**config.mk**
```make
export PLATFORM = sky130hd
export DESIGN_NAME = tws_top
export DESIGN_NICKNAME = d
export VERILOG_FILES = /design/src/design/tws_pkg.sv /design/src/design/tws_top.sv
export VERILOG_INCLUDE_DIRS = /design/src /design/src/design
export SDC_FILE = /design/constraint.sdc
export NUM_CORES = 1
export LEC_CHECK = 0
export BUFFER_PORTS_ARGS = -buffer_cell sky130_fd_sc_hd__buf_4
export CORE_ASPECT_RATIO = 0.75
export CORE_MARGIN = 2
export CORE_UTILIZATION = 30
export DETAILED_ROUTE_END_ITERATION = 6
export GPL_TIMING_DRIVEN = 0
export PLACE_DENSITY_LB_ADDON = 0.1
export SYNTH_ARGS = -nofsm -noshare
export SYNTH_HDL_FRONTEND = slang
export SYNTH_SLANG_ARGS = --single-unit
```
**constraint.sdc**
```tcl
create_clock -name clk_sys -period 3.25 [get_ports clk_sys]
set_input_delay 0.4875 -clock clk_sys [delete_from_list [all_inputs] [get_ports clk_sys]]
set_output_delay 0.4875 -clock clk_sys [all_outputs]
set_load 0.01 [all_outputs]
```
**src/design/tws_defs.svh**
```systemverilog
// Offsets, field positions, reset values and timing of the two-wire bus block
// Notes on behaviour
// - Byte done flag sets at byte end
// - Data access in active direction clears it
// - Address or general call match sets slave flag
// - First control write clears slave flag
// - Busy follows start and stop conditions
// - Arbitration lost sticky until written one
// - Slave direction bit shows calling R/W
// - Interrupt pending on done, match, loss
// - Ninth bit acknowledge recorded after transmit
// - Data write starts transmit, MSB first
// - Data read starts next master reception
// - Slave transfers only after address match
// - Direction must match the data access
// - Data read returns last received byte
// - First write after master is address
// - Control2 bit 7 enables general call
// - Control2 bit 6 selects 10-bit addressing
// - Bits 1-0 give upper 10-bit address
// - Lines only pulled low or released
// - Start, address, data, then stop
// - Start is SDA fall, SCL high
// - Stop is SDA rise, SCL high
// - Ninth clock carries receiver acknowledge
// - Lost master releases SDA, becomes slave
`ifndef TWS_DEFS_SVH
`define TWS_DEFS_SVH
`define TWS_OFS_STATUS    8'h00
`define TWS_OFS_DATA      8'h04
`define TWS_OFS_CTRL2     8'h08
`define TWS_OFS_CTRL1     8'h0c
`define TWS_OFS_SLVADR    8'h10
`define TWS_ST_DONE       7
`define TWS_ST_ASLV       6
`define TWS_ST_BUSY       5
`define TWS_ST_ARB        4
`define TWS_ST_DIR        2
`define TWS_ST_IRQ        1
`define TWS_ST_ACK        0
`define TWS_C1_EN         7
`define TWS_C1_MST        5
`define TWS_C1_TX         4
`define TWS_C1_TXAK       3
`define TWS_C2_GCE        7
`define TWS_C2_WIDE       6
`define TWS_DONE_RST      1'b1
`define TWS_TEN_HDR       5'h1e
`define TWS_CLK_NS        100
`define TWS_SCL_HALF_NS   5000
`define TWS_SCL_HALF_CYC  ((`TWS_SCL_HALF_NS) / (`TWS_CLK_NS))
`endif

```
**src/design/tws_pkg.sv**
```systemverilog
// Types shared by the two-wire bus block
package tws_pkg;
    typedef struct packed {
        logic        psel;
        logic        penable;
        logic        pwrite;
        logic [7:0]  paddr;
        logic [31:0] pwdata;
        logic [3:0]  pstrb;
    } tws_apb_req_s;
    typedef struct packed {
        logic [31:0] prdata;
        logic        pready;
        logic        pslverr;
    } tws_apb_rsp_s;
    typedef struct packed {
        logic sda;
        logic scl;
    } tws_pin_in_s;
    typedef struct packed {
        logic sdaO;
        logic sdaOe_n;
        logic sclO;
        logic sclOe_n;
    } tws_pin_out_s;
    typedef enum logic [2:0] {
        G_IDLE, G_START, G_LOW, G_HIGH, G_STOP1, G_STOP2
    } tws_gen_e;
    typedef struct packed {
        logic sdaS1, sdaS2, sdaQ, sclS1, sclS2, sclQ;
        logic en, masterSel, tx, txak, genCallEn, wideAddrSel;
        logic [2:0] adHi;
        logic [7:0] slvAdr;
        logic byteDoneFlag, addrSlaveFlag, busy, arbLostFlag;
        logic slaveDirFlag, irqPendFlag, recvAckFlag;
        logic own, addrPend, mAddr, active, roleTx, addrCyc;
        logic tenFirst, hdrHit, sdaLow, sclLow, sclHold;
        logic [3:0]  bitCnt;
        logic [7:0]  shift;
        logic [7:0]  rxData;
        logic [15:0] cnt;
        tws_gen_e    gen;
        tws_apb_rsp_s rsp;
        tws_pin_out_s pin;
    } tws_state_s;
endpackage : tws_pkg

```
**src/design/tws_top.sv**
```systemverilog
// Two-wire bus status, data and address-extension logic with APB registers
`timescale 1ns/1ps
`include "tws_defs.svh"
module tws_top #(
    parameter logic [15:0] HALF = 16'(`TWS_SCL_HALF_CYC)
) (
    input  wire logic            clk_sys,
    input  wire logic            rst_n,
    input  wire logic            ce,
    input  tws_pkg::tws_apb_req_s apbReq,
    output tws_pkg::tws_apb_rsp_s apbRsp,
    input  tws_pkg::tws_pin_in_s  pinIn,
    output tws_pkg::tws_pin_out_s pinOut
);
    import tws_pkg::*;

    tws_state_s s;
    tws_state_s next_s;

    logic       sclBus;
    logic       sdaBus;
    logic       sclRise;
    logic       sclFall;
    logic       startDet;
    logic       stopDet;
    logic       acc;
    logic       done;
    logic       wrDone;
    logic       rdDone;
    logic       wrSts;
    logic       wrData;
    logic       rdData;
    logic       wrCtl1;
    logic       wrCtl2;
    logic       wrAdr;
    logic [7:0] wd;
    logic       canGo;
    logic       halfUp;
    logic       gcHit;
    logic       m7;
    logic       tenHdr;
    logic       tenLo;
    logic       tenRd;
    logic       hdrOnly;
    logic       match;
    logic       byteDone;
    logic       lose;
    logic [7:0] statusByte;

    // Synchronised line levels and their edges
    assign sclBus = s.sclS2;
    assign sdaBus = s.sdaS2;
    assign sclRise = s.sclS2 & ~s.sclQ;
    assign sclFall = ~s.sclS2 & s.sclQ;
    assign startDet = s.sclS2 & s.sclQ & s.sdaQ & ~s.sdaS2;
    assign stopDet = s.sclS2 & s.sclQ & ~s.sdaQ & s.sdaS2;

    // APB phases and register strobes
    assign acc = apbReq.psel & apbReq.penable & ~s.rsp.pready;
    assign done = apbReq.psel & apbReq.penable & s.rsp.pready;
    assign wrDone = done & apbReq.pwrite & apbReq.pstrb[0];
    assign rdDone = done & ~apbReq.pwrite;
    assign wd = apbReq.pwdata[7:0];
    assign wrSts = wrDone & (apbReq.paddr == `TWS_OFS_STATUS);
    assign wrData = wrDone & (apbReq.paddr == `TWS_OFS_DATA);
    assign wrCtl2 = wrDone & (apbReq.paddr == `TWS_OFS_CTRL2);
    assign wrCtl1 = wrDone & (apbReq.paddr == `TWS_OFS_CTRL1);
    assign wrAdr = wrDone & (apbReq.paddr == `TWS_OFS_SLVADR);
    assign rdData = rdDone & (apbReq.paddr == `TWS_OFS_DATA);

    // transfers need bus ownership or a matched address
    assign canGo = s.en & ~s.active & ((s.own & s.gen == G_IDLE) | s.addrSlaveFlag);
    assign halfUp = (s.cnt == HALF - 16'd1);

    assign gcHit = s.genCallEn & (s.shift == 8'h00);
    assign m7 = ~s.wideAddrSel & (s.shift[7:1] == s.slvAdr[7:1]);
    // upper bits used only when wide
    assign tenHdr = s.wideAddrSel & (s.shift[7:1] == {`TWS_TEN_HDR, s.adHi[1:0]});
    assign tenLo = s.wideAddrSel & s.tenFirst & (s.shift == s.slvAdr);
    assign tenRd = tenHdr & s.shift[0] & s.addrSlaveFlag;
    assign hdrOnly = tenHdr & ~s.shift[0] & ~s.tenFirst;
    assign match = gcHit | m7 | tenLo | tenRd | hdrOnly;

    // Byte ends on the fall after the ninth clock
    assign byteDone = sclFall & s.active & (s.bitCnt == 4'd9);
    // we released SDA but the bus reads low
    assign lose = sclRise & s.active & s.own & s.roleTx & (s.bitCnt < 4'd8) & ~s.sdaLow & ~sdaBus;

    assign statusByte = {s.byteDoneFlag, s.addrSlaveFlag, s.busy, s.arbLostFlag,
                         1'b0, s.slaveDirFlag, s.irqPendFlag, s.recvAckFlag};

    // Next state of the whole block
    always_comb begin
        next_s = s;
        // Two-stage synchronisers, then edge history
        next_s.sdaS1 = pinIn.sda;
        next_s.sdaS2 = s.sdaS1;
        next_s.sdaQ = s.sdaS2;
        next_s.sclS1 = pinIn.scl;
        next_s.sclS2 = s.sclS1;
        next_s.sclQ = s.sclS2;

        // APB answer: one wait cycle, data ready with pready
        next_s.rsp.pready = 1'b0;
        next_s.rsp.pslverr = 1'b0;
        if (acc) begin
            next_s.rsp.pready = 1'b1;
            next_s.rsp.prdata = 32'h0;
            case (apbReq.paddr)
                `TWS_OFS_STATUS: next_s.rsp.prdata[7:0] = statusByte;
                `TWS_OFS_DATA: next_s.rsp.prdata[7:0] = s.rxData;
                `TWS_OFS_CTRL2: next_s.rsp.prdata[7:0] = {s.genCallEn, s.wideAddrSel, 3'b000, s.adHi};
                `TWS_OFS_CTRL1: next_s.rsp.prdata[7:0] = {s.en, 1'b0, s.masterSel, s.tx, s.txak, 3'b000};
                `TWS_OFS_SLVADR: next_s.rsp.prdata[7:0] = s.slvAdr;
                default: next_s.rsp.pslverr = 1'b1;
            endcase
        end

        // Register writes
        if (wrCtl1) begin
            next_s.en = wd[`TWS_C1_EN];
            next_s.masterSel = wd[`TWS_C1_MST];
            next_s.tx = wd[`TWS_C1_TX];
            next_s.txak = wd[`TWS_C1_TXAK];
            next_s.addrSlaveFlag = 1'b0;
        end
        if (wrCtl2) begin
            next_s.genCallEn = wd[`TWS_C2_GCE];
            next_s.wideAddrSel = wd[`TWS_C2_WIDE];
            next_s.adHi = wd[2:0];
        end
        if (wrAdr) begin
            next_s.slvAdr = wd;
        end
        if (wrSts) begin
            if (wd[`TWS_ST_ARB]) begin
                next_s.arbLostFlag = 1'b0;
            end
            if (wd[`TWS_ST_IRQ]) begin
                next_s.irqPendFlag = 1'b0;
            end
        end

        // data write starts transmit; first write is address
        if (wrData && (s.tx || s.addrPend)) begin
            next_s.byteDoneFlag = 1'b0;
            if (canGo) begin
                next_s.shift = wd;
                next_s.active = 1'b1;
                next_s.roleTx = 1'b1;
                next_s.bitCnt = 4'd0;
                next_s.sdaLow = ~wd[7];
                next_s.sclHold = 1'b0;
                next_s.mAddr = s.addrPend;
                next_s.addrPend = 1'b0;
            end
        end
        // data read starts reception; only in receive
        if (rdData && !s.tx) begin
            next_s.byteDoneFlag = 1'b0;
            if (canGo && !s.addrPend) begin
                next_s.active = 1'b1;
                next_s.roleTx = 1'b0;
                next_s.bitCnt = 4'd0;
                next_s.sdaLow = 1'b0;
                next_s.sclHold = 1'b0;
            end
        end

        // Master clock, start and stop generator
        case (s.gen)
            G_IDLE: begin
                next_s.cnt = 16'd0;
                if (s.masterSel && !s.own && !s.busy && s.en) begin
                    next_s.sdaLow = 1'b1;
                    next_s.gen = G_START;
                end else if (!s.masterSel && s.own) begin
                    next_s.own = 1'b0;
                    next_s.sdaLow = 1'b1;
                    next_s.sclLow = 1'b1;
                    next_s.gen = G_STOP1;
                end else if (s.own && s.active) begin
                    next_s.gen = G_LOW;
                end
            end
            G_START: begin
                next_s.cnt = s.cnt + 16'd1;
                if (halfUp) begin
                    next_s.sclLow = 1'b1;
                    next_s.own = 1'b1;
                    next_s.addrPend = 1'b1;
                    next_s.gen = G_IDLE;
                end
            end
            G_LOW: begin
                next_s.cnt = s.cnt + 16'd1;
                if (!s.active) begin
                    next_s.gen = G_IDLE;
                end else if (halfUp) begin
                    next_s.sclLow = 1'b0;
                    next_s.cnt = 16'd0;
                    next_s.gen = G_HIGH;
                end
            end
            // High phase counts only once the line is high
            G_HIGH: begin
                if (sclBus) begin
                    next_s.cnt = s.cnt + 16'd1;
                    if (halfUp) begin
                        next_s.sclLow = 1'b1;
                        next_s.cnt = 16'd0;
                        next_s.gen = G_IDLE;
                    end
                end
            end
            G_STOP1: begin
                next_s.cnt = s.cnt + 16'd1;
                if (halfUp) begin
                    next_s.sclLow = 1'b0;
                    next_s.cnt = 16'd0;
                    next_s.gen = G_STOP2;
                end
            end
            G_STOP2: begin
                if (sclBus) begin
                    next_s.cnt = s.cnt + 16'd1;
                    if (halfUp) begin
                        next_s.sdaLow = 1'b0;
                        next_s.gen = G_IDLE;
                    end
                end
            end
            default: next_s.gen = G_IDLE;
        endcase

        // busy on start, idle on stop
        if (startDet) begin
            next_s.busy = 1'b1;
            next_s.bitCnt = 4'd0;
            // Arm for an address byte unless this is our own start
            if (!s.own && s.gen != G_START && s.en) begin
                next_s.active = 1'b1;
                next_s.roleTx = 1'b0;
                next_s.addrCyc = 1'b1;
                next_s.tenFirst = 1'b0;
                next_s.hdrHit = 1'b0;
                next_s.sdaLow = 1'b0;
                next_s.sclHold = 1'b0;
            end
        end
        if (stopDet) begin
            next_s.busy = 1'b0;
            if (!s.own) begin
                next_s.active = 1'b0;
                next_s.sdaLow = 1'b0;
                next_s.sclHold = 1'b0;
            end
        end

        // Sample on the rising clock edge
        if (sclRise && s.active && s.bitCnt < 4'd9) begin
            next_s.bitCnt = s.bitCnt + 4'd1;
            if (s.bitCnt < 4'd8) begin
                next_s.shift = {s.shift[6:0], sdaBus};
            end else if (s.roleTx) begin
                next_s.recvAckFlag = sdaBus;
            end
        end

        // Drive on the falling clock edge
        if (sclFall && s.active) begin
            if (s.bitCnt > 4'd0 && s.bitCnt < 4'd8) begin
                next_s.sdaLow = s.roleTx & ~s.shift[7];
            end else if (s.bitCnt == 4'd8) begin
                // receiver pulls SDA low on ninth clock
                if (s.roleTx) begin
                    next_s.sdaLow = 1'b0;
                end else if (s.addrCyc && !s.own) begin
                    next_s.sdaLow = match;
                    next_s.hdrHit = match;
                    if (match && !hdrOnly) begin
                        next_s.slaveDirFlag = s.shift[0] & ~gcHit;
                    end
                end else begin
                    next_s.sdaLow = ~s.txak;
                end
            end
        end

        // Byte completion
        if (byteDone) begin
            next_s.sdaLow = 1'b0;
            next_s.bitCnt = 4'd0;
            if (s.addrCyc && !s.own) begin
                if (s.hdrHit && hdrOnly) begin
                    next_s.tenFirst = 1'b1;
                    next_s.hdrHit = 1'b0;
                end else begin
                    next_s.active = 1'b0;
                    if (s.hdrHit) begin
                        next_s.addrSlaveFlag = 1'b1;
                        next_s.irqPendFlag = 1'b1;
                        next_s.byteDoneFlag = 1'b1;
                        next_s.addrCyc = 1'b0;
                        next_s.rxData = s.shift;
                        next_s.sclHold = 1'b1;
                    end
                end
            end else begin
                next_s.byteDoneFlag = 1'b1;
                next_s.irqPendFlag = 1'b1;
                next_s.active = 1'b0;
                next_s.mAddr = 1'b0;
                if (!s.roleTx) begin
                    next_s.rxData = s.shift;
                end
                // Slave stretches the clock until software acts
                next_s.sclHold = ~s.own;
            end
        end

        // lost master stops driving, no stop generated
        if (lose) begin
            next_s.arbLostFlag = 1'b1;
            next_s.irqPendFlag = 1'b1;
            next_s.masterSel = 1'b0;
            next_s.own = 1'b0;
            next_s.roleTx = 1'b0;
            next_s.addrCyc = s.mAddr;
            next_s.sdaLow = 1'b0;
            next_s.sclLow = 1'b0;
            next_s.gen = G_IDLE;
        end

        // pins are only pulled low or released
        next_s.pin.sdaO = 1'b0;
        next_s.pin.sclO = 1'b0;
        next_s.pin.sdaOe_n = ~next_s.sdaLow;
        next_s.pin.sclOe_n = ~(next_s.sclLow | next_s.sclHold);
    end

    // State register, frozen while ce is low
    always_ff @(posedge clk_sys) begin
        if (!rst_n) begin
            s <= '0;
            s.byteDoneFlag <= `TWS_DONE_RST;
            s.pin.sdaOe_n <= 1'b1;
            s.pin.sclOe_n <= 1'b1;
        end else if (ce) begin
            s <= next_s;
        end
    end

    // Outputs straight from the state register
    assign apbRsp = s.rsp;
    assign pinOut = s.pin;
endmodule // tws_top

```
=== After elaboration in Yosys (flattened, before gate mapping) ===
Index checks and enable logic that the tools add are counted.

* Reductions and logical operators: 47
* $lt $le $gt $ge: 3
* Bitwise operators: 68
* Multiplexer cells: 109
* Equal/unequal tests: 30
* Add/sub/neg operators: 2

{| class="wikitable"
|+ Operator list
! operator !! count
|-
| 16-bit case mux with 6 select lines || 1
|-
| 19-bit two-way mux || 5
|-
| 1-bit two-way mux || 56
|-
| 1-bit bitwise AND || 41
|-
| 8-bit two-way mux || 5
|-
| 8-bit case mux with 5 select lines || 1
|-
| 2-bit two-way mux || 16
|-
| 13-bit two-way mux || 2
|-
| 3-bit two-way mux || 8
|-
| 1-bit NOT || 21
|-
| 5-bit two-way mux || 4
|-
| 3-bit inequality test, second input constant || 6
|-
| 3-bit case mux with 6 select lines || 1
|-
| 1-bit logical AND || 17
|-
| 16-bit by 1-bit adder with 16-bit output, second input constant || 1
|-
| 16-bit by 6-bit == test with 1-bit output, second input constant || 1
|-
| 8-bit by 4-bit == test with 1-bit output, second input constant || 2
|-
| 8-bit zero test || 2
|-
| 16-bit two-way mux || 1
|-
| 7-bit == test || 2
|-
| 7-bit AND reduction || 2
|-
| 12-bit two-way mux || 1
|-
| 4-bit two-way mux || 3
|-
| 6-bit two-way mux || 2
|-
| other kinds (30) || 58
|}

* Output and inout bits: 38
* Logic and storage cells: 301
* Flip-flop bits (word level): 92
* Bits of input ports: 52

=== Depth between registers and ports, before layout ===
Gate-level depths: netlist (run 1).

* Depth in word-level cells: 27
* Gate-level depth with buffers: 9
* Mapped depth without buffers: 8

=== Least setup slack after synthesis (run 1) ===
No wires, ideal clock.

* Kind: input port to flip-flop
* Start: input port apbReq[36] (netlist name)
* End: register s[105] (netlist name)
* Stages on the path: 8
* Setup slack: 0.973 ns
* Buffers on the path: 2
* Arrival: 2.150 ns
* Data required time: 3.122 ns
* Library setup time: 0.128 ns
* Cell sequence: or4_1 > or2_1 > buf_4 > nor3_2 > and3_1 > buf_2 > mux2i_1 > nor2_1

* Cells in the longest elaborated chain, start to end: 3

{| class="wikitable"
|+ Ends and longest elaborated chain
! what !! line !! RTL
|-
| start: declaration || tws_top.sv:10 || <nowiki>input tws_pkg::tws_apb_req_s apbReq,</nowiki>
|-
| 8-bit by 4-bit == test with 1-bit output || -- ||
|-
| 1-bit bitwise AND || tws_top.sv:66 || <nowiki>assign wrCtl2 = wrDone & (apbReq.paddr == `TWS_OFS_CTRL2);</nowiki>
|-
| 2-bit AND reduction (no line) || -- ||
|-
| end signal: assignment || tws_top.sv:350 || <nowiki>s <= next_s;</nowiki>
|-
| end: declaration || tws_top.sv:17 || <nowiki>tws_state_s s;</nowiki>
|}

No other way between the ends.
A chain may end at the register's enable or synchronous reset.

=== Worst setup path after layout (run 1) ===
* Start: register s[67] (netlist name)
* End: register s[64] (netlist name)

* Cells in the longest elaborated chain, start to end: 7

{| class="wikitable"
|+ Ends and longest elaborated chain
! what !! line !! RTL
|-
| 7-bit == test || tws_top.sv:78 || <nowiki>assign tenHdr = s.wideAddrSel & (s.shift[7:1] == {`TWS_TEN_HDR, s.adHi[1:0]});</nowiki>
|-
| 1-bit bitwise AND || tws_top.sv:78 ||
|-
| 1-bit bitwise AND (2 in series) || tws_top.sv:81 || <nowiki>assign hdrOnly = tenHdr & ~s.shift[0] & ~s.tenFirst;</nowiki>
|-
| 1-bit logical AND || tws_top.sv:295 || <nowiki>if (s.hdrHit && hdrOnly) begin</nowiki>
|-
| 2-bit inequality test (no line) || -- ||
|-
| 5-bit AND reduction (no line) || -- ||
|}

No other way between the ends.

==> reports/results.txt, run 1 <==
Worst VDD drop: 0.231 mV
P&R area growth vs syn: 18.1%
Data required, critical path: 3.51 ns
Std-Cell Rows: 41
Hold Path Class: in2reg
ANT cells: 0
dpl ws: 0.528 ns
layout cells sized above 1: 16.1%
worst rel slew slack: 32.1%
setup ws final: 0.556 ns
LEAKAGE: 2.31 nW
GRT Overall Usage: 18.3%
Die Footprint: 18600 sq um
leading cell type in the layout, fill and taps excluded: dfxtp_1
Setup Buffers After CTS: 0
Syn. warnings: 0
CP endpoint kind: flip-flop
CTS max path bufs: 2
status: complete, no violations
Area contributors post-synth: dfxtp_1 35%, nor2_1 6.0%, buf_4 5.9%, mux2i_1 5.7%, nand3_1 3.0%
I/O pin cnt: 90
synthesized instance count: 640
CTS tree: yes
Final Power: 2.47 mW
Buffers on Ports: 32
vias in the first global route: 4473
post-synth top area share: 35.1%
final WL: 16600 um
Finished Core Util: 36.5%
Final Hold Fails: 0
Via-to-Cell Ratio: 5.10
setup TNS: 0 ns
synthesized area: 5250 sq um
# setup viols final: 0
Layout Nets: 766
Clock Pin Slew Worst Setup and Hold Paths: 0.07 ns
Die Ht: 119 um
worst slew pin tran: 1.01 ns
clock skew: 0.00812 ns
post-route ant nets: 0
largest area contributor in the netlist: dfxtp_1
RSZ-0062 raised after global routing: false
Crit path arrival time: 2.96 ns
initial antenna violation count: 0
clk_lat worst skew: 0.35 ns
Final Wtd Congestion: 0.917
via count: 4842
# H-tree levels: 3
Wirelength per Cell: 17.5 um
first-pass GRT wire length: 25900 um
total gr overflow: 0
Critical Path Source Type: flip-flop
P per Cell Area: 398 nW/um^2
clock sink count: 92
WS Path Type: reg2reg
syn avg cell area: 8.20 sq um
placed insts: 933
Final Cell Area: 6200 sq um
Clock Tree Root: clkbuf_16
register area share after synthesis: 35.1%
Post-synth EDFFs: 0
Starting DRT DRC Count: 390
Distinct cells, synth: 75
max-cap viol count: 0
post_cts resized: 0
Max Slew Vio Count: 0
post-synthesis register bit count: 92
DRC: 0
Inserted Clock Buffers: 9
WHS: 0.375 ns
hold-fix buffer count after cts: 0
final worst path period share: 82.9%
Finished Layout Cells: 950
minimum clock period: 2.69 ns
most frequent cells in the layout: 92 x dfxtp_1, 84 x nor2_1, 73 x buf_4, 38 x nand2_1, 31 x nand3_1
dpl hpwl: 12700 um
fillers: 1823
Cell Area, Placed: 5880 sq um
die width: 157 um
Initial Utilization: 30.9%
largest net degree at the start of global routing: 15
FMAX: 0.371 GHz
crit path max fanout: 10
DR pass1 iterations: 5
ys flop type: dfxtp_1
ys async rst share: 0%
core area: 17000 sq um
==> where the power goes <==
part	switching, mW	internal, mW
Combinational	0.111	0.0716
Clock	0.452	0.691
Sequential	0.00495	1.13
==> per-layer routing <==
layer / up-vias / part of all wire [%] / global-route usage [%] / wire [um]
met5: - / 0.34 / 2.52 / 57
met4: 2 / 0.95 / 4.01 / 158
met3: 10 / 7.7 / 4.58 / 1270
met2: 175 / 38 / 23.8 / 6270
met1: 2288 / 53 / 29.1 / 8880
li1: 2367 / - / - / -
==> state kept, by name, indices dropped and copies added (netlist names) <==
| name | cells |
|---|---|
| s | 76 |
| pinOut | 2 |
| sclBus | 1 |
| next_s | 2 |
| sdaBus | 1 |
| apbRsp | 10 |
==> worst max-delay path, stage by stage, from the launching register on <==
cell and delay, ns:
dfxtp_1 0.30, clkbuf_1 0.31, xor2_1 0.12, nor4_1 0.66
a21oi_1 0.29, o2111ai_2 0.39, clkbuf_1 0.33, nand3_1 0.12
o31ai_1 0.09
==> Yosys cell counts (8+ instances only) <==
cell type  count
dfxtp_1       92
nor2_1        84
buf_4         41
nand2_1       38
nand3_1       31
mux2i_1       30
a21oi_1       27
clkbuf_1      24
o21ai_0       23
xnor2_1       16
nor3_1        15
a211oi_1      11
a2bb2oi_1     11
inv_1         11
a31oi_1       10
nand4_1       10
nor2b_1       10
o22ai_1       10
xor2_1         9
buf_1          8
nor4_1         8
==> final timing paths <==
kind                            slack (ns)                        to  cells after the start                from
worst min-delay path                  0.37  next_s[113]$_SDFFE_PN0P_                      3            pinIn[0]
worst max-delay path                  0.56        s[64]$_SDFFE_PN0P_                      8  s[67]$_SDFFE_PN0P_
worst max register to register        0.56        s[64]$_SDFFE_PN0P_                      8  s[67]$_SDFFE_PN0P_
worst min register to register        0.46        s[90]$_SDFFE_PN0P_                      2  s[90]$_SDFFE_PN0P_
==> final cells by class <==
type / count / area (sq um) / area share (%)
Tap cell: 236 / 295 / 4.76
Inverter: 12 / 45.0 / 0.726
Sequential cell: 92 / 1840 / 29.7
Buffer: 81 / 474 / 7.65
Multi-Input combinational cell: 480 / 2980 / 48.1
Timing Repair Buffer: 33 / 245 / 3.95
Clock inverter: 5 / 75.1 / 1.21
Clock buffer: 11 / 243 / 3.91
==> logic make-up (layout without fill, tap and decap cells) <==
kind of cell             count (synthesis)  in the layout  share of synthesized area [%]
buffers and inverters                   93            142                           9.89
adder cells (fa/ha/maj)                  6              6                           1.38
other                                    1             26                         0.0714
AO/OA/AOI/OAI                          131            131                           17.0
XOR/XNOR                                25             25                           4.17
multiplexers                            31             31                           6.15
AND/OR/NAND/NOR                        261            261                           26.2
flip-flops                              92             92                           35.1
(Power assumes the default switching activity.)
==> run 2: changes to the inputs <==
==> constraint.sdc (replaced) <==
create_clock -name clk_sys -period 2.4 [get_ports clk_sys]
set_input_delay 0.36 -clock clk_sys [delete_from_list [all_inputs] [get_ports clk_sys]]
set_output_delay 0.36 -clock clk_sys [all_outputs]
set_load 0.01 [all_outputs]
==> reports/results.txt, run 2 (synthesized netlist as in run 1, its figures left out) <==
most frequent cells in the layout: 91 x dfxtp_1, 84 x nor2_1, 76 x buf_4, 38 x nand2_1, 31 x nand3_1
CP endpoint kind: flip-flop
first-pass GRT wire length: 26000 um
Worst VDD drop: 0.313 mV
Starting DRT DRC Count: 437
ANT cells: 0
max reg flops: 76
clk_lat worst skew: 0.35 ns
max-cap viol count: 0
final worst path period share: 95.9%
Die Ht: 119 um
P per Cell Area: 531 nW/um^2
minimum clock period: 2.30 ns
worst slew pin tran: 0.893 ns
clock skew: 0.00958 ns
Data required, critical path: 2.64 ns
vias in the first global route: 4515
Worst R2R Setup Slack: 0.1 ns
dpl hpwl: 12700 um
LEAKAGE: 2.33 nW
crit path max fanout: 6
clock sink count: 92
Most flops, register: s
Critical Path Source Type: flip-flop
GRT Overall Usage: 18.4%
Clock Pin Slew Worst Setup and Hold Paths: 0.06 ns
post-route ant nets: 0
Final Hold Fails: 0
Std-Cell Rows: 41
Crit path arrival time: 2.54 ns
die width: 157 um
core area: 17000 sq um
Final Wtd Congestion: 0.917
Layout Nets: 767
DR pass1 iterations: 5
Wirelength per Cell: 17.5 um
initial antenna violation count: 0
via count: 4879
# H-tree levels: 3
P&R area growth vs syn: 20.1%
total gr overflow: 0
Initial Utilization: 30.9%
CTS max path bufs: 2
Buffers on Ports: 32
setup ws final: 0.0979 ns
Inserted Clock Buffers: 9
DRC: 0
# setup viols final: 0
WS Path Type: reg2reg
setup TNS: 0 ns
status: complete, no violations
Clock Tree Root: clkbuf_16
final WL: 16700 um
Die Footprint: 18600 sq um
CTS tree: yes
worst rel slew slack: 39.7%
Via-to-Cell Ratio: 5.13
Max Slew Vio Count: 0
largest net degree at the start of global routing: 15
layout cells sized above 1: 17.8%
dpl ws: -0.322 ns
I/O pin cnt: 90
FMAX: 0.434 GHz
Hold Path Class: in2reg
fillers: 1818
leading cell type in the layout, fill and taps excluded: dfxtp_1
run 2: per-layer routing:
layer	wire [um]	track usage, %	vias to the layer above
met1	8810	29.0	2321
li1	-	-	2371
met2	6350	24.0	173
met5	57	2.52	-
met4	178	4.13	2
met3	1260	4.73	12
run 2: layout make-up:
class                      instances  area (sq um)  area share, %
buffer                            81           483           7.66
clock buffer                      11           243           3.85
clock inverter                     5          75.1           1.19
inverter                          12          45.0          0.714
multi-input combinational        480          3070           48.6
sequential                        92          1840           29.2
tap                              236           295           4.68
timing repair buffer              34           255           4.05
run 2: worst max-delay path, cell delays in order (launching register included):
cell,delay (ns)
dfxtp_1,0.37
nor4b_2,0.35
o21ai_2,0.18
or4b_1,0.59
a211oi_2,0.33
o2111ai_1,0.19
o311a_1,0.18
run 2: final timing paths:
kind,depth (start not counted),endpoint,start
max,6,pinOut[2]$_SDFFE_PN1P_,s[38]$_SDFFE_PN0P_
min,3,next_s[113]$_SDFFE_PN0P_,pinIn[0]
max reg2reg,6,pinOut[2]$_SDFFE_PN1P_,s[38]$_SDFFE_PN0P_
min reg2reg,2,s[90]$_SDFFE_PN0P_,s[90]$_SDFFE_PN0P_
run 2: timing repair:
action / CTS / global route
pin swaps: 1 / 2
hold buffers: 0 / 0
resized for setup: 11 / 9
setup buffers: 1 / 1
endpoints found under the setup margin: 33 / 29
run 2: power breakdown:
part	switching (mW)	total, mW	leakage, nW	internal [mW]
Sequential	0.00669	1.54	0.743	1.54
Clock	0.616	1.55	0.159	0.936
Combinational	0.153	0.253	1.43	0.0997
run 2: per-stage QoR:
step	instance area, sq um	utilization [%]	hold slack (ns)	instances	total power [mW]
after detailed placement	5880	34.6	0.460	933	1.82
after global routing	6310	37.1	0.262	951	3.46
after global placement	5880	34.6	0.453	933	1.82
final	6310	37.1	0.247	951	3.35
after CTS	6280	37.0	0.241	950	3.38
after floorplan	5340	-	0.431	665	1.73
